--- config.mk ---
export PLATFORM = sky130hd
export DESIGN_NAME = system_reset_and_protection
export DESIGN_NICKNAME = d
export VERILOG_FILES = /design/src/sysctl_pkg.sv /design/src/system_reset_and_protection.sv
export SDC_FILE = /design/constraint.sdc
export NUM_CORES = 1
export LEC_CHECK = 0
export BUFFER_PORTS_ARGS = -buffer_cell sky130_fd_sc_hd__buf_2
export CAP_MARGIN = 15
export CORE_ASPECT_RATIO = 1.1
export CORE_MARGIN = 2
export CORE_UTILIZATION = 50
export CTS_CLUSTER_SIZE = 14
export DETAILED_ROUTE_END_ITERATION = 12
export MAX_ROUTING_LAYER = met4
export PLACE_DENSITY = 0.82
export SLEW_MARGIN = 5
export SYNTH_ARGS = -nofsm -noshare
export SYNTH_HDL_FRONTEND = slang
export SYNTH_SLANG_ARGS = --single-unit
--- constraint.sdc ---
create_clock -name clk -period 2.3 [get_ports clk]
set_clock_uncertainty 0.15 [all_clocks]
set_input_delay 0.23 -clock clk [delete_from_list [all_inputs] [get_ports clk]]
set_output_delay 0.23 -clock clk [all_outputs]
set_load 0.1 [all_outputs]
--- src/sysctl_pkg.sv ---
// constants for the system reset, droop, guard and mapping block
package sysctl_pkg;
   // register indices on the plain port
   localparam logic [3:0] ADDR_STATUS   = 4'h0;  // sticky events, write one clears
   localparam logic [3:0] ADDR_MASK     = 4'h1;  // interrupt mask
   localparam logic [3:0] ADDR_RAW      = 4'h2;  // raw droop and guard state
   localparam logic [3:0] ADDR_MAP      = 4'h3;  // vector mapping
   localparam logic [3:0] ADDR_RSRC     = 4'h4;  // reset source flags
   localparam logic [3:0] ADDR_WAKE_EDG = 4'h5;  // edge wake enables, low word
   localparam logic [3:0] ADDR_WAKE_EDH = 4'h6;  // edge wake enables, high bits
   localparam logic [3:0] ADDR_WAKE_LVL = 4'h7;  // level wake enables
   // status bit positions
   localparam int ST_DROOP = 0;
   localparam int ST_WAKE  = 1;
   localparam int ST_W     = 2;
   // reset source bit positions
   localparam int RS_PIN   = 0;
   localparam int RS_WDT   = 1;
   localparam int RS_POR   = 2;
   localparam int RS_DROOP = 3;
   // input counts
   localparam int N_EDGE  = 50;
   localparam int N_LEVEL = 4;
   // vector map encodings
   localparam logic [1:0] MAP_BOOT = 2'h0;
   localparam logic [1:0] MAP_SRAM = 2'h1;
   localparam logic [1:0] MAP_EXT  = 2'h2;
   // guard flash patterns (arbitrary values)
   localparam logic [31:0] GUARD_PAT_ONE   = 32'h1234_5678;
   localparam logic [31:0] GUARD_PAT_TWO   = 32'h8765_4321;
   localparam logic [31:0] GUARD_PAT_THREE = 32'h4321_8765;
   // wake-up timer: fixed clock count after oscillator runs
   localparam int WAKE_CYCLES = 16;
   localparam logic [4:0] WAKE_LAST = 5'(WAKE_CYCLES - 1);
   // guard levels
   typedef enum logic [1:0] {
      GUARD_NONE  = 2'b00,
      GUARD_ONE   = 2'b01,
      GUARD_TWO   = 2'b10,
      GUARD_THREE = 2'b11
   } guard_type;
   // reset sequencer states
   typedef enum logic [1:0] {
      SQ_HOLD  = 2'b00,
      SQ_COUNT = 2'b01,
      SQ_FLASH = 2'b10,
      SQ_RUN   = 2'b11
   } seq_type;
endpackage : sysctl_pkg

--- src/system_reset_and_protection.sv ---
// system reset sequencer, droop monitor, code read guard, vector map, wake
//
// The address-and-strobe port and the address map are this design's own decisions.
`timescale 1ns/100ps
`default_nettype none
module system_reset_and_protection (
   // clock and reset
   input  wire logic        clk,
   input  wire logic        reset,
   // reset sources, asynchronous pins
   input  wire logic        reset_pin_n,
   input  wire logic        watchdog_timeout,
   input  wire logic        power_on_detect,
   input  wire logic        droop_upper_low,
   input  wire logic        droop_lower_low,
   // readiness
   input  wire logic        osc_running,
   input  wire logic        flash_init_done,
   // guard pattern read from flash
   input  wire logic [31:0] guard_word,
   input  wire logic        guard_word_valid,
   // external interrupt pins
   input  wire logic [49:0] ext_edge_in,
   input  wire logic [3:0]  ext_level_in,
   input  wire logic        power_down,
   // register port
   input  wire logic [3:0]  reg_addr,
   input  wire logic [31:0] reg_wdata,
   input  wire logic        reg_wr,
   input  wire logic        reg_rd,
   output logic [31:0]      reg_rdata,
   // reset and system outputs
   output logic             chip_reset,
   output logic             supply_droop_irq,
   output logic             irq,
   output logic             wake_request,
   output logic [1:0]       vector_map,
   output logic             debug_port_enable,
   output logic             prog_allowed,
   output logic             prog_limited,
   output logic             prog_erase_only,
   output logic             sector0_locked,
   output logic             override_pin_enable
);
   localparam int NS = 5 + sysctl_pkg::N_EDGE + sysctl_pkg::N_LEVEL + 2; // sync width

   // three-stage synchronisers for all pins but power_down and the guard word
   logic [NS-1:0] s1_r, s2_r, s3_r;
   logic [NS-1:0] pin_vec;
   // pin and watchdog synchronised with the rest so source flags never read a raw pin
   assign pin_vec = {osc_running, flash_init_done, ext_level_in, ext_edge_in,
                     droop_lower_low, droop_upper_low, power_on_detect,
                     watchdog_timeout, ~reset_pin_n};
   // stage one read only by stage two
   always_ff @(posedge clk) begin
      s1_r <= pin_vec;
      s2_r <= s1_r;
      s3_r <= s2_r;
   end

   // filtered levels: change counts once stages two and three agree
   logic [NS-1:0] flt_r, flt_nxt;
   always_comb begin
      for (int i = 0; i < NS; i++) begin
         flt_nxt[i] = (s2_r[i] == s3_r[i]) ? s3_r[i] : flt_r[i];
      end
   end
   always_ff @(posedge clk) begin
      if (reset) begin
         flt_r <= '0;
      end else begin
         flt_r <= flt_nxt;
      end
   end

   // named views of filtered inputs
   logic        f_pin, f_wdt, f_por, f_up, f_low, f_osc, f_flash;
   logic [49:0] f_edge;
   logic [3:0]  f_lvl;
   assign f_pin   = flt_r[0];
   assign f_wdt   = flt_r[1];
   assign f_por   = flt_r[2];
   assign f_up    = flt_r[3];
   assign f_low   = flt_r[4];
   assign f_edge  = flt_r[54:5];
   assign f_lvl   = flt_r[58:55];
   assign f_flash = flt_r[59];
   assign f_osc   = flt_r[60];

   // any source asserting chip reset
   logic any_src;
   assign any_src = f_pin | f_wdt | f_por | f_low;

   // reset sequencer
   sysctl_pkg::seq_type sq_r, sq_nxt;
   logic [4:0] cnt_r, cnt_nxt;
   logic       crst_r, crst_nxt;
   always_comb begin
      sq_nxt   = sq_r;
      cnt_nxt  = cnt_r;
      crst_nxt = 1'b1;
      if (any_src) begin
         sq_nxt  = sysctl_pkg::SQ_HOLD; // restart wake timer
         cnt_nxt = '0;
      end else begin
         unique case (sq_r)
            sysctl_pkg::SQ_HOLD: begin
               if (f_osc) begin
                  sq_nxt = sysctl_pkg::SQ_COUNT;
               end
            end
            sysctl_pkg::SQ_COUNT: begin
               if (!f_osc) begin
                  sq_nxt  = sysctl_pkg::SQ_HOLD;
                  cnt_nxt = '0;
               end else if (cnt_r == sysctl_pkg::WAKE_LAST) begin
                  sq_nxt = sysctl_pkg::SQ_FLASH;
               end else begin
                  cnt_nxt = cnt_r + 5'h01;
               end
            end
            sysctl_pkg::SQ_FLASH: begin
               if (f_flash) begin
                  sq_nxt = sysctl_pkg::SQ_RUN;
               end
            end
            sysctl_pkg::SQ_RUN: begin
               crst_nxt = 1'b0; // released on one clock edge
            end
         endcase
      end
   end
   // sequencer registers
   always_ff @(posedge clk) begin
      if (reset) begin
         sq_r   <= sysctl_pkg::SQ_HOLD;
         cnt_r  <= '0;
         crst_r <= 1'b1;
      end else begin
         sq_r   <= sq_nxt;
         cnt_r  <= cnt_nxt;
         crst_r <= crst_nxt;
      end
   end
   assign chip_reset = crst_r;

   // internal reset for the software registers below but the reset flags: they reach defaults under it
   logic rst_all;
   assign rst_all = reset | crst_r;

   // guard level captured from flash pattern while chip is held in reset
   sysctl_pkg::guard_type guard_r, guard_nxt;
   always_comb begin
      guard_nxt = guard_r;
      if (crst_r && guard_word_valid) begin
         unique case (guard_word)
            sysctl_pkg::GUARD_PAT_ONE:   guard_nxt = sysctl_pkg::GUARD_ONE;
            sysctl_pkg::GUARD_PAT_TWO:   guard_nxt = sysctl_pkg::GUARD_TWO;
            sysctl_pkg::GUARD_PAT_THREE: guard_nxt = sysctl_pkg::GUARD_THREE;
            default:                     guard_nxt = sysctl_pkg::GUARD_NONE;
         endcase
      end
   end
   // guard outputs; in-application programming has no gate here at all
   logic dbg_nxt, prg_nxt, lim_nxt, ers_nxt, s0_nxt, ovr_nxt;
   always_comb begin
      dbg_nxt = 1'b1;
      prg_nxt = 1'b1;
      lim_nxt = 1'b0;
      ers_nxt = 1'b0;
      s0_nxt  = 1'b0;
      ovr_nxt = 1'b1;
      unique case (guard_r)
         sysctl_pkg::GUARD_NONE: begin
            dbg_nxt = 1'b1;
         end
         sysctl_pkg::GUARD_ONE: begin
            dbg_nxt = 1'b0;
            lim_nxt = 1'b1;
            s0_nxt  = 1'b1;
         end
         sysctl_pkg::GUARD_TWO: begin
            dbg_nxt = 1'b0;
            ers_nxt = 1'b1;
         end
         sysctl_pkg::GUARD_THREE: begin
            dbg_nxt = 1'b0;
            prg_nxt = 1'b0;
            ovr_nxt = 1'b0;
         end
      endcase
   end
   // guard registers; debug closed from one edge after chip reset rises until one edge after it falls
   logic dbg_r, prg_r, lim_r, ers_r, s0_r, ovr_r;
   always_ff @(posedge clk) begin
      if (reset) begin
         guard_r <= sysctl_pkg::GUARD_NONE;
         dbg_r   <= 1'b0;
         prg_r   <= 1'b0;
         lim_r   <= 1'b0;
         ers_r   <= 1'b0;
         s0_r    <= 1'b0;
         ovr_r   <= 1'b0;
      end else begin
         guard_r <= guard_nxt;
         dbg_r   <= dbg_nxt & ~crst_r;
         prg_r   <= prg_nxt;
         lim_r   <= lim_nxt;
         ers_r   <= ers_nxt;
         s0_r    <= s0_nxt;
         ovr_r   <= ovr_nxt;
      end
   end
   assign debug_port_enable   = dbg_r;
   assign prog_allowed        = prg_r;
   assign prog_limited        = lim_r;
   assign prog_erase_only     = ers_r;
   assign sector0_locked      = s0_r;
   assign override_pin_enable = ovr_r;

   // edge detection and wake; wake only armed during power-down
   logic [49:0] edge_prev_r;
   logic [49:0] wake_edge_en_r, wake_edge_en_nxt;
   logic [3:0]  wake_lvl_en_r, wake_lvl_en_nxt;
   logic        wake_hit;
   assign wake_hit = power_down &
                     ((|(f_edge & ~edge_prev_r & wake_edge_en_r)) |
                      (|(f_lvl & wake_lvl_en_r)));

   // registers written by software
   logic [sysctl_pkg::ST_W-1:0] stat_r, stat_nxt, mask_r, mask_nxt;
   logic [1:0] map_r, map_nxt;
   logic [3:0] rsrc_r, rsrc_nxt;
   logic [sysctl_pkg::ST_W-1:0] ev;
   always_comb begin
      ev = '0;
      ev[sysctl_pkg::ST_DROOP] = f_up;
      ev[sysctl_pkg::ST_WAKE]  = wake_hit;
      mask_nxt         = mask_r;
      map_nxt          = map_r;
      wake_edge_en_nxt = wake_edge_en_r;
      wake_lvl_en_nxt  = wake_lvl_en_r;
      stat_nxt         = stat_r;
      rsrc_nxt         = rsrc_r;
      if (reg_wr) begin
         unique case (reg_addr)
            sysctl_pkg::ADDR_STATUS:   stat_nxt = stat_r & ~reg_wdata[sysctl_pkg::ST_W-1:0];
            sysctl_pkg::ADDR_MASK:     mask_nxt = reg_wdata[sysctl_pkg::ST_W-1:0];
            sysctl_pkg::ADDR_MAP:      map_nxt  = reg_wdata[1:0];
            sysctl_pkg::ADDR_RSRC:     rsrc_nxt = rsrc_r & ~reg_wdata[3:0];
            sysctl_pkg::ADDR_WAKE_EDG: wake_edge_en_nxt[31:0] = reg_wdata;
            sysctl_pkg::ADDR_WAKE_EDH: wake_edge_en_nxt[49:32] = reg_wdata[17:0];
            sysctl_pkg::ADDR_WAKE_LVL: wake_lvl_en_nxt = reg_wdata[3:0];
            default: ;
         endcase
      end
      stat_nxt = stat_nxt | ev; // set wins over clear
      if (f_pin) rsrc_nxt[sysctl_pkg::RS_PIN]   = 1'b1;
      if (f_wdt) rsrc_nxt[sysctl_pkg::RS_WDT]   = 1'b1;
      if (f_por) rsrc_nxt[sysctl_pkg::RS_POR]   = 1'b1;
      if (f_low) rsrc_nxt[sysctl_pkg::RS_DROOP] = 1'b1;
   end
   // software state: defaults while chip reset holds; reset flags survive it
   always_ff @(posedge clk) begin
      if (reset) begin
         rsrc_r <= 4'h0;
      end else begin
         rsrc_r <= rsrc_nxt;
      end
      if (rst_all) begin
         stat_r         <= '0;
         mask_r         <= '0;
         map_r          <= sysctl_pkg::MAP_BOOT;
         wake_edge_en_r <= '0;
         wake_lvl_en_r  <= '0;
         edge_prev_r    <= '0;
      end else begin
         stat_r         <= stat_nxt;
         mask_r         <= mask_nxt;
         map_r          <= map_nxt;
         wake_edge_en_r <= wake_edge_en_nxt;
         wake_lvl_en_r  <= wake_lvl_en_nxt;
         edge_prev_r    <= f_edge;
      end
   end

   // read mux and registered outputs
   logic [31:0] rd_nxt;
   always_comb begin
      rd_nxt = 32'h0000_0000;
      if (reg_rd) begin
         unique case (reg_addr)
            sysctl_pkg::ADDR_STATUS:   rd_nxt[sysctl_pkg::ST_W-1:0] = stat_r;
            sysctl_pkg::ADDR_MASK:     rd_nxt[sysctl_pkg::ST_W-1:0] = mask_r;
            sysctl_pkg::ADDR_RAW:      rd_nxt[4:0] = {guard_r, 1'b0, f_low, f_up};
            sysctl_pkg::ADDR_MAP:      rd_nxt[1:0] = map_r;
            sysctl_pkg::ADDR_RSRC:     rd_nxt[3:0] = rsrc_r;
            sysctl_pkg::ADDR_WAKE_EDG: rd_nxt = wake_edge_en_r[31:0];
            sysctl_pkg::ADDR_WAKE_EDH: rd_nxt[17:0] = wake_edge_en_r[49:32];
            sysctl_pkg::ADDR_WAKE_LVL: rd_nxt[3:0] = wake_lvl_en_r;
            default:                   rd_nxt = 32'h0000_0000;
         endcase
      end
   end
   logic [31:0] rdata_r;
   logic        droop_irq_r, irq_r, wake_r;
   always_ff @(posedge clk) begin
      if (reset) begin
         rdata_r     <= '0;
         droop_irq_r <= 1'b0;
         irq_r       <= 1'b0;
         wake_r      <= 1'b0;
      end else begin
         rdata_r     <= rd_nxt;
         droop_irq_r <= f_up & ~crst_r;
         irq_r       <= |(stat_r & mask_r) & ~crst_r;
         wake_r      <= wake_hit;
      end
   end
   assign reg_rdata        = rdata_r;
   assign supply_droop_irq = droop_irq_r;
   assign irq              = irq_r;
   assign wake_request     = wake_r;
   assign vector_map       = map_r;
endmodule : system_reset_and_protection
`default_nettype wire

== Word level (Yosys, flattened, before mapping) ==
Index checks and enable logic that the tools add are counted.
Operators by class
  $add $sub $neg: 1
  eq/ne operators: 82
  mux-type cells: 25
  bitwise logic cells: 23
  reductions and logical operators: 31
Operators with widths (count)
  $and A50 B50 Y50: 2
  $eq A1 B1 Y1: 61
  $not A50 Y50: 1
  $reduce_or A50 Y1: 1
  $eq A32 B29 Y1 const B: 1
  $eq A32 B31 Y1 const B: 1
  $eq A32 B32 Y1 const B: 1
  $pmux W13 S2: 1
  $reduce_and A2 Y1: 10
  $eq A4 B3 Y1 const B: 4
  $pmux W2 S8: 1
  $reduce_bool A2 Y1: 8
  $mux W2: 6
  $pmux W2 S3: 2
  $mux W5: 2
  $pmux W2 S5: 1
  $and A4 B4 Y4: 2
  $eq A2 B2 Y1 const B: 4
  $eq A4 B2 Y1 const B: 2
  $mux W1: 8
  $mux W4: 2
  $ne A2 B2 Y1 const B: 3
  $reduce_or A2 Y1: 3
  $reduce_or A3 Y1: 2
  other kinds (20): 33
Word-level totals
  bits in registers: 407

== Longest topological paths before layout ==
Gate-level depths: netlist of run 1.
  word-level depth: 7
  gate-level depth with buffers: 8
  mapped depth without buffers: 8

== Worst setup path after synthesis of run 1 ==
No wires, ideal clock.
  path kind: register -> register
  from: register crst_r, in the netlist chip_reset
  to: register irq_r, in the netlist irq
  data arrival time: 1.752 ns
  required time: 2.022 ns
  slack: 0.270 ns
  stages on the path, launching flop included: 5
  period minus slack after synthesis: 2.030 ns
  cells stage by stage: dfxtp_1 -> or2_2 -> clkbuf_1 -> clkbuf_1 -> nor2_1
Between the ends
  cells in the longest elaborated chain, start to end: 2
Ends and longest elaborated chain
  from (decl): RTL line system_reset_and_protection.sv:97  | logic crst_r, crst_nxt;
  from (signal assigned): RTL line system_reset_and_protection.sv:142  | crst_r <= crst_nxt;
  $not A1 Y1: RTL line system_reset_and_protection.sv:316  | irq_r <= |(stat_r & mask_r) & ~crst_r;
  $and A1 B1 Y1: RTL line system_reset_and_protection.sv:316
  to (signal assigned): RTL line system_reset_and_protection.sv:316
  to (decl): RTL line system_reset_and_protection.sv:306  | logic droop_irq_r, irq_r, wake_r;
Every way passes these cells.
A chain may end at the register's enable or synchronous reset.

== Worst setup path after layout of run 1 ==
  from: register cnt_r[0]
  to: register sq_r[1]
Between the ends
  cells in the longest elaborated chain, start to end: 3
Ends and longest elaborated chain
  from (decl): RTL line system_reset_and_protection.sv:96  | logic [4:0] cnt_r, cnt_nxt;
  from (signal assigned): RTL line system_reset_and_protection.sv:141  | cnt_r <= cnt_nxt;
  $eq A5 B4 Y1: RTL line system_reset_and_protection.sv:116  | end else if (cnt_r == sysctl_pkg::WAKE_LAST) begin
  $ne A3 B3 Y1 (no line)
  $reduce_and A4 Y1 (no line)
  to (signal assigned): RTL line system_reset_and_protection.sv:136  | sq_r <= sysctl_pkg::SQ_HOLD;
  to (signal assigned): RTL line system_reset_and_protection.sv:140  | sq_r <= sq_nxt;
  to (decl): RTL line system_reset_and_protection.sv:95  | sysctl_pkg::seq_type sq_r, sq_nxt;
Every way passes these cells.

==> flow_summary.yaml, run 1 <==
grt:
  grt_overflow_total: 0
  grt_use_total: 0.237
  grt_pass1_wl_um: 45500
  first_global_vias: 9102
  antenna_found_initial: 2
  grt_max_degree: 52
placed_design:
  hpwl_um: 18300
  portBuffers: 178
  gp_congestion: 0.873
  place_area_um2: 13200
  dp.cells: 1587
hold_path:
  hold_path.class: "in -> reg"
power_and_ir_drop:
  ir_worst_vdd_uv: 1000
  power_frac_clock: 0.437
  pwr-share-seq: 0.525
  pwr-share-comb: 0.037
  intPower_uw: 11200
  p_sw_frac: 0.210
  power.density_nw_per_um2: 916
  p_leak_uw: 0.00622
  p_sw_uw: 2970
die:
  ios: 179
  num_rows: 59
  die_area_um2: 25200
  die_height_um: 166
  initial_core_util: 0.508
  fp.dieW_um: 151
  core_um2: 23500
clocking:
  cts_tree: "done"
  insertion_delay_ns: 0.53
  numCtsBuffers: 39
  cts_sinks: 407
  cts_buffer_depth: 3
  htreeDepth: 2
  cts_setup_buffers: 0
  clkTransAtPathRegs_ns: 0.06
  cts_root_buf: "clkbuf_16"
detailed_routing:
  drtIter0Drc: 678
  firstDrtPassIters: 5
  drc: 0
  wire_per_inst_um: 16.8
  final_antenna_net_count: 0
  wirelength_um: 29400
  vias: 9103
  routed_via_density: 5.20
synth:
  synth-seq-cells: 407
  syn_inst: 1130
  synth_top_area_cell: "dfxtp_1"
  ys.flop_type: "dfxtp_1"
  ys_async_sr_fraction: 0
  yosys_warnings: 0
  ys_types: 56
  syn_nets: 1272
  avgSynthCellArea_um2: 10.6
  ys_top_cells_by_area: "dfxtp_1 68%, nand2_1 7.1%, a21oi_1 5.4%, and2_1 3.5%, o21ai_0 2.9%"
  synth_edf_count: 0
  yosysSeqAreaShare: 0.681
  mappedNetlistArea_um2: 12000
  synth_top_area_frac: 0.681
finish:
  final_net_count: 1564
  drive_gt1_frac: 0.191
  utilization: 0.657
  syn_to_final_growth_pct: 29.3
  nFillCells: 1750
  final_cells: 1751
  finalInstanceArea_um2: 15500
timing:
  finalCriticalPeriod_ns: 2.15
  setup_tns_ns: 0
  relSlewSlack: 0.420
  setup_viol: 0
  finalCritPeriodShare: 0.936
  slew_violations: 0
  rsz0062_at_grt: "false"
  hold_viol: 0
  max_freq_ghz: 0.465
  worst_pin_slew_ns: 0.871
critical_path:
  reg2reg_slack_ns: 0.15
  critPathArrivalTime_ns: 2.40
  rr_worst_depth: 8
  cp-end-kind: "register"
  crit_end: "sq_r[1]$_SDFFE_PP0P_"
  start_kind: "register"
  cp-startpoint: "cnt_r[0]$_SDFFE_PP0P_"
  critPathKind: "reg -> reg"
  critical_path_required_ns: 2.55
  critPathMaxFanout: 6
  r2r_end: "sq_r[1]$_SDFFE_PP0P_"
  r2r-start: "cnt_r[0]$_SDFFE_PP0P_"
job:
  maxCapViolations: 0
run_status:
  status: "complete, no violations"
-- worst min path at each step --
stage,startpoint,end,slack [ns],cells past startpoint
finish,reset,flt_r[60]$_SDFFE_PP0N_,0.02,3
global route,reset,guard_r[1]$_SDFFE_PP0P_,0.04,3
CTS,reset,flt_r[60]$_SDFFE_PP0N_,0.002,3
detailed placement,s1_r[48]$_DFF_P_,s2_r[48]$_DFF_P_,0.16,0
global placement,s1_r[49]$_DFF_P_,s2_r[49]$_DFF_P_,0.16,0
floorplan,ext_edge_in[5],s1_r[10]$_DFF_P_,0.11,0
-- routing by layer --
layer  GRT usage  routed length [um]
met2       0.394               14400
met4      0.0951                 991
met1       0.283               12100
met3      0.0418                1910
met5           -                   0
-- Yosys cell counts, drive strengths merged (6+ instances only) --
| master | number |
|---|---|
| a22o | 14 |
| nor2 | 34 |
| and2 | 66 |
| clkbuf | 27 |
| nor3 | 7 |
| nor4 | 6 |
| nand3b | 23 |
| o21ai | 70 |
| a21oi | 128 |
| o22ai | 19 |
| nand3 | 6 |
| dfxtp | 407 |
| buf | 15 |
| nand2 | 225 |
| inv | 10 |
| mux2i | 6 |
| ha | 7 |
-- critical path: stages (launching register included) --
cell and delay, ns:
dfxtp_1 0.41, ha_1 0.23, and3_1 0.19, ha_1 0.25, nor2b_1 0.15, a2111oi_4 0.40
nor2_1 0.07, a31oi_1 0.14, nor2_1 0.05
-- power by group through the flow --
stage | logic, uW | clock network [uW] | registers [uW]
3_3_place_gp | 373 | 0 | 7590
2_1_floorplan | 192 | 0 | 7550
6_report | 531 | 6190 | 7450
3_5_place_dp | 387 | 0 | 7600
4_1_cts | 520 | 6270 | 7440
5_1_grt | 582 | 6590 | 7470
-- stage by stage --
step | hold slack [ns] | setup WS, ns | total power [uW]
finish | 0.0192 | 0.148 | 14200
global route | 0.0398 | 0.0303 | 14600
CTS | 0.00235 | 0.0209 | 14200
detailed placement | 0.162 | 0.0366 | 7980
global placement | 0.160 | 0.205 | 7960
floorplan | 0.108 | 0.270 | 7740
-- registers in the layout, summed over array words and instances (netlist names), 4 cells and up --
register        cells
wake_edge_en_r     50
reg_rdata          32
cnt_r               5
edge_prev_r        50
wake_lvl_en_r       4
s2_r               61
flt_r              61
s1_r               61
rsrc_r              4
s3_r               61
-- layout by cell type (no fill, tap or decap), types with 6 or more instances in the layout --
master | netlist | layout
inv_1 | 9 | 9
o21ai_0 | 70 | 70
buf_2 | 11 | 178
dlygate4sd3_1 | 0 | 99
a21oi_1 | 128 | 128
clkbuf_8 | 0 | 9
ha_1 | 7 | 7
buf_4 | 2 | 13
nand2_1 | 225 | 225
o22ai_1 | 19 | 19
and2_1 | 66 | 66
nor3_1 | 7 | 6
nand3_1 | 6 | 6
a22o_1 | 14 | 14
mux2i_1 | 6 | 6
clkbuf_16 | 0 | 39
clkinv_2 | 0 | 7
nand3b_1 | 23 | 23
nor2_1 | 31 | 30
dfxtp_1 | 407 | 407
-- kinds of logic after synthesis --
logic type / Yosys count / synth area share
AO/OA/AOI/OAI: 251 / 0.118
adder cells (fa/ha/maj): 7 / 0.00732
buffers and inverters: 52 / 0.0187
flip-flops: 407 / 0.681
multiplexers: 12 / 0.0116
AND/OR/NAND/NOR: 401 / 0.163
-- what timing repair did --
item / in CTS / in global routing
hold buffers: 99 / 0
gates resized for setup: 0 / 1
hold endpoints to repair: 131 / 0
setup endpoints to repair: 0 / 2
-- layout make-up --
class,instances,area (um^2),area share
flip-flops and latches,407,8150,0.527
well taps,305,382,0.0247
clock buffers,50,1110,0.0716
inverters,10,37.5,0.00243
repair buffers,293,2040,0.132
diodes,2,5.00,0.000323
multi-input cells,671,3610,0.233
clock inverters,13,143,0.00922
Note: power is estimated with default switching activity, not from simulation.
==> run 2: changes to the inputs <==
--- a/config.mk
+++ b/config.mk
@@ -7,13 +7,15 @@
 export LEC_CHECK = 0
 export BUFFER_PORTS_ARGS = -buffer_cell sky130_fd_sc_hd__buf_2
 export CAP_MARGIN = 15
+export CELL_PAD_IN_SITES_DETAIL_PLACEMENT = 1
+export CELL_PAD_IN_SITES_GLOBAL_PLACEMENT = 2
 export CORE_ASPECT_RATIO = 1.1
 export CORE_MARGIN = 2
-export CORE_UTILIZATION = 50
+export CORE_UTILIZATION = 23
 export CTS_CLUSTER_SIZE = 14
 export DETAILED_ROUTE_END_ITERATION = 12
 export MAX_ROUTING_LAYER = met4
-export PLACE_DENSITY = 0.82
+export PLACE_DENSITY_LB_ADDON = 0.3
 export SLEW_MARGIN = 5
 export SYNTH_ARGS = -nofsm -noshare
 export SYNTH_HDL_FRONTEND = slang
==> flow_summary.yaml, run 2 (synthesis gave the netlist of run 1 again) <==
run_status:
  status: "complete, but fails checks"
  failed_checks: "DRC"
clocking:
  cts_root_buf: "clkbuf_16"
  htreeDepth: 2
  cts_buffer_depth: 3
  numCtsBuffers: 46
  cts_sinks: 407
  insertion_delay_ns: 0.58
  cts_tree: "done"
  clkTransAtPathRegs_ns: 0.07
placed_design:
  hpwl_um: 24100
  gp_congestion: 0.753
  portBuffers: 178
  post-place-ws_ns: 0.0823
critical_path:
  r2r_end: "sq_r[0]$_SDFFE_PP0P_"
  cp-end-kind: "register"
  reg2reg_slack_ns: 0.21
  critPathKind: "reg -> reg"
  cp_slowest_cell: "dfxtp_1"
  path_cells: "ha_1, and3_1, ha_1, nor2b_2, a2111oi_4, buf_4, nor2_1, a211oi_1"
  rr_worst_depth: 8
  cp.depth: 8
  cp_top_family: "compound AO/OA/AOI/OAI gates"
  crit_top_cell: "ha_1"
  critPathArrivalTime_ns: 2.42
  critical_path_required_ns: 2.63
  r2r-start: "cnt_r[0]$_SDFFE_PP0P_"
  max_stage_delay_ns: 0.38
  start_kind: "register"
  critPathMaxFanout: 6
  crit_buf_inv: 1
hold_path:
  worst_hold_path.endpoint: "reg_rdata[1]$_SDFF_PP0_"
  worstHoldStart: "reg_addr[0]"
  hold_path_depth: 3
  hold_path.class: "in -> reg"
die:
  die_area_um2: 53800
  initial_core_util: 0.233
  die_height_um: 243
  fp.dieW_um: 221
  ios: 179
  core_um2: 51400
  num_rows: 87
detailed_routing:
  routed_via_density: 4.20
  vias: 8967
  drtIter0Drc: 362
  final_antenna_net_count: 0
  firstDrtPassIters: 8
  wire_per_inst_um: 16.4
  drc: 17
  wirelength_um: 35100
finish:
  antenna_cells: 0
  syn_to_final_growth_pct: 35.1
  utilization: 0.315
  final_common_cell: "dfxtp_1"
  final_cell_mix: "407 x dfxtp_1, 225 x nand2_1, 178 x buf_2"
  drive_gt1_frac: 0.196
  final_net_count: 1573
  nFillCells: 5828
grt:
  antenna_found_initial: 0
  first_global_vias: 9519
  grt_max_degree: 52
  grt_overflow_total: 0
  grt_use_total: 0.135
  grt_pass1_wl_um: 54400
timing:
  worst_pin_slew_ns: 0.797
  setup_tns_ns: 0
  hold_viol: 0
  layout_setup_ws_ns: 0.214
  max_freq_ghz: 0.479
  rsz0062_at_grt: "false"
  relSlewSlack: 0.468
  setup_viol: 0
  finalCritPeriodShare: 0.907
  finalCriticalPeriod_ns: 2.09
  slew_violations: 0
job:
  maxCapViolations: 0
power_and_ir_drop:
  p_leak_uw: 0.00634
  ir_worst_vdd_uv: 449
  power.density_nw_per_um2: 933
-- run 2: changes by cell type in the layout (fill, tap and decap cells not counted) --
| cell | before | now |
|---|---|---|
| clkbuf_1 | 2 | 11 |
| clkbuf_16 | 39 | 47 |
| clkinv_2 | 7 | 11 |
| dlygate4sd3_1 | 99 | 103 |
| clkinv_8 | 2 | 0 |
| diode_2 | 2 | 0 |
| buf_12 | 3 | 2 |
| buf_4 | 13 | 12 |
| bufinv_16 | 2 | 1 |
| inv_16 | 0 | 1 |
| inv_6 | 0 | 1 |
| inv_8 | 0 | 1 |
| nor2b_1 | 5 | 4 |
| nor2b_2 | 0 | 1 |
-- run 2: tightest hold or removal path, stage by stage --
cell	delay (ns)
buf_2	0.20
a222oi_1	0.10
a211oi_1	0.19
-- run 2: layout make-up --
class | instances | area [um^2] | area share
clock inverter | 17 | 140 | 0.00867
inverter | 10 | 37.5 | 0.00232
multi-input combinational | 671 | 3610 | 0.223
tap | 667 | 835 | 0.0516
sequential | 407 | 8150 | 0.504
clock buffer | 67 | 1340 | 0.0830
timing repair buffer | 295 | 2050 | 0.127
-- run 2: worst max path at each step --
stage,start,endpoint,slack [ns]
after floorplan,chip_reset$_SDFF_PP1_,irq$_SDFF_PP0_,0.27
after global placement,cnt_r[0]$_SDFFE_PP0P_,sq_r[0]$_SDFFE_PP0P_,0.19
after detailed placement,cnt_r[0]$_SDFFE_PP0P_,sq_r[0]$_SDFFE_PP0P_,0.08
after CTS,cnt_r[0]$_SDFFE_PP0P_,sq_r[0]$_SDFFE_PP0P_,0.07
after global routing,cnt_r[0]$_SDFFE_PP0P_,sq_r[0]$_SDFFE_PP0P_,0.008
final,cnt_r[0]$_SDFFE_PP0P_,sq_r[0]$_SDFFE_PP0P_,0.21
-- run 2: routing by layer --
layer  part of all wire  track usage  up-vias
met5                  0            -        -
met4              0.023       0.0461        0
li1                   -            -     4426
met3              0.041       0.0253       61
met1               0.44        0.159     4304
met2               0.49        0.231      176
-- run 2: power breakdown --
part           total [uW]  switching (uW)  internal (uW)
clock                7100            2920           4180
sequential           7450             146           7300
combinational         536             249            287
total               15100            3320          11800
-- run 2: metrics by stage --
| step | total power (uW) | cell area, um^2 | instances | hold WS (ns) |
|---|---|---|---|---|
| final | 15100 | 16200 | 2134 | 0.0374 |
| after global routing | 15800 | 16200 | 2134 | 0.0451 |
| after detailed placement | 8020 | 13600 | 1947 | 0.163 |
| after CTS | 15400 | 16200 | 2134 | 0.00361 |
| after global placement | 7990 | 13600 | 1947 | 0.160 |
| after floorplan | 7740 | 12000 | 1130 | 0.108 |
-- run 2: timing repair --
action                                 CTS  global route
endpoints found under the hold margin  132             0
setup endpoints to repair                0             2
gates resized for setup                  0             2
buffers inserted                         0             0
hold buffers                           103             0
==> run 3: changes to the inputs <==
--- a/config.mk
+++ b/config.mk
@@ -6,16 +6,16 @@
 export NUM_CORES = 1
 export LEC_CHECK = 0
 export BUFFER_PORTS_ARGS = -buffer_cell sky130_fd_sc_hd__buf_2
-export CAP_MARGIN = 15
+export CAP_MARGIN = 25
 export CELL_PAD_IN_SITES_DETAIL_PLACEMENT = 1
 export CELL_PAD_IN_SITES_GLOBAL_PLACEMENT = 2
 export CORE_ASPECT_RATIO = 1.1
 export CORE_MARGIN = 2
-export CORE_UTILIZATION = 23
+export CORE_UTILIZATION = 36
 export CTS_CLUSTER_SIZE = 14
 export DETAILED_ROUTE_END_ITERATION = 12
 export MAX_ROUTING_LAYER = met4
-export PLACE_DENSITY_LB_ADDON = 0.3
+export PLACE_DENSITY = 0.76
 export SLEW_MARGIN = 5
 export SYNTH_ARGS = -nofsm -noshare
 export SYNTH_HDL_FRONTEND = slang
==> flow_summary.yaml, run 3 (synthesis gave the netlist of run 1 again) <==
run_status:
  status: "complete, no violations"
timing:
  holdWs_ns: 0.0267
  max_freq_ghz: 0.458
  relSlewSlack: 0.405
  setup_viol: 0
  finalCriticalPeriod_ns: 2.18
  hold_viol: 0
  setup_tns_ns: 0
  rsz0062_at_grt: "false"
  finalCritPeriodShare: 0.949
  worst_pin_slew_ns: 0.892
  slew_violations: 0
grt:
  grt_pass1_wl_um: 49600
  grt_use_total: 0.189
  busiest_layer: "met2"
  grtUsageMet1: 0.222
  first_global_vias: 9383
  antenna_found_initial: 0
  grt_overflow_total: 0
  grt_max_degree: 52
  use_met2: 0.321
  grt_util_met3: 0.0325
clocking:
  cts_tree: "done"
  cts_sinks: 407
  cts_root_buf: "clkbuf_16"
  htreeDepth: 2
  clkTransAtPathRegs_ns: 0.06
  numCtsBuffers: 41
  cts_buffer_depth: 3
  insertion_delay_ns: 0.54
hold_path:
  hold_path.class: "in -> reg"
placed_design:
  gp_congestion: 0.773
  portBuffers: 178
  hpwl_um: 20900
critical_path:
  cp-end-kind: "register"
  critPathArrivalTime_ns: 2.52
  critical_path_required_ns: 2.63
  critPathMaxFanout: 15
  start_kind: "input pin"
  critPathKind: "in -> reg"
finish:
  multi_input_area_um2: 3610
  drive_gt1_frac: 0.190
  syn_to_final_growth_pct: 31.8
  final_common_cell: "dfxtp_1"
  nFillCells: 3629
  antenna_cells: 0
  seqCellArea_um2: 8150
  final_cell_mix: "407 x dfxtp_1, 225 x nand2_1, 177 x buf_2"
  final_net_count: 1571
detailed_routing:
  routed_via_density: 4.76
  drc: 0
  vias: 9003
  final_antenna_net_count: 0
  firstDrtPassIters: 4
  drtIter0Drc: 333
  wirelength_um: 31600
  wire_per_inst_um: 16.7
die:
  fp.dieW_um: 178
  die_area_um2: 34700
  initial_core_util: 0.362
  num_rows: 70
  die_height_um: 195
  core_um2: 33000
  ios: 179
job:
  maxCapViolations: 0
power_and_ir_drop:
  power.density_nw_per_um2: 923
  p_leak_uw: 0.00628
  finalPower_uw: 14500
  ir_worst_vdd_uv: 560
-- run 3: changes by cell type in the layout (fill, tap and decap cells not counted), moves of 2 or more --
| cell | before | now |
|---|---|---|
| bufinv_16 | 1 | 3 |
| clkbuf_1 | 11 | 8 |
| clkinv_8 | 0 | 2 |
| dlygate4sd3_1 | 103 | 106 |
| clkinvlp_4 | 2 | 0 |
| clkinv_2 | 11 | 9 |
| clkbuf_16 | 47 | 41 |
-- run 3: final cells by class --
class                   instances  area share
multi-input cells             671       0.229
clock inverters                15      0.0112
flip-flops and latches        407       0.517
repair buffers                298       0.132
inverters                      10     0.00238
well taps                     432      0.0343
clock buffers                  57      0.0740
-- run 3: layer usage --
layer	routed length (um)	part of all wire
met4	1020	0.032
met5	0	0
met3	1340	0.042
met2	15500	0.49
met1	13700	0.43
-- run 3: stage by stage --
stage | instances | utilization | area, um^2 | setup WS (ns)
2_1_floorplan | 1130 | - | 12000 | 0.270
3_3_place_gp | 1711 | 0.404 | 13300 | 0.170
3_5_place_dp | 1711 | 0.404 | 13300 | 0.126
4_1_cts | 1888 | 0.476 | 15700 | 0.0221
5_1_grt | 1890 | 0.477 | 15800 | 0.0190
6_report | 1890 | 0.477 | 15800 | 0.117
-- run 3: worst paths after layout --
path                    startpoint  slack (ns)  depth (start not counted)                      end
max                    reg_addr[1]        0.12                          7  reg_rdata[3]$_SDFF_PP0_
min                 guard_word[27]        0.03                          5  guard_r[0]$_SDFFE_PP0P_
max reg2reg  cnt_r[1]$_SDFFE_PP0P_        0.23                          7     sq_r[0]$_SDFFE_PP0P_
min reg2reg       s1_r[52]$_DFF_P_        0.17                          0         s2_r[52]$_DFF_P_
-- run 3: report_power, final --
| part | leakage [uW] | switching, uW | internal (uW) |
|---|---|---|---|
| clock network | 0.000668 | 2680 | 3890 |
| registers | 0.00336 | 147 | 7300 |
| logic | 0.00225 | 247 | 288 |
| total | 0.00628 | 3070 | 11500 |
-- run 3: repair_timing --
action                     4_1_cts  5_1_grt
setup buffers                    0        1
resized for setup                0        2
hold endpoints to repair       133        1
setup endpoints to repair        0        4
hold buffers                   105        2
-- run 3: critical path, stage by stage --
cell and delay (ns):
dlygate4sd3_1 0.54, buf_2 0.31, nand2b_1 0.21, nor2_1 0.18, a221oi_1 0.10, a2111oi_0 0.34, dlygate4sd3_1 0.59
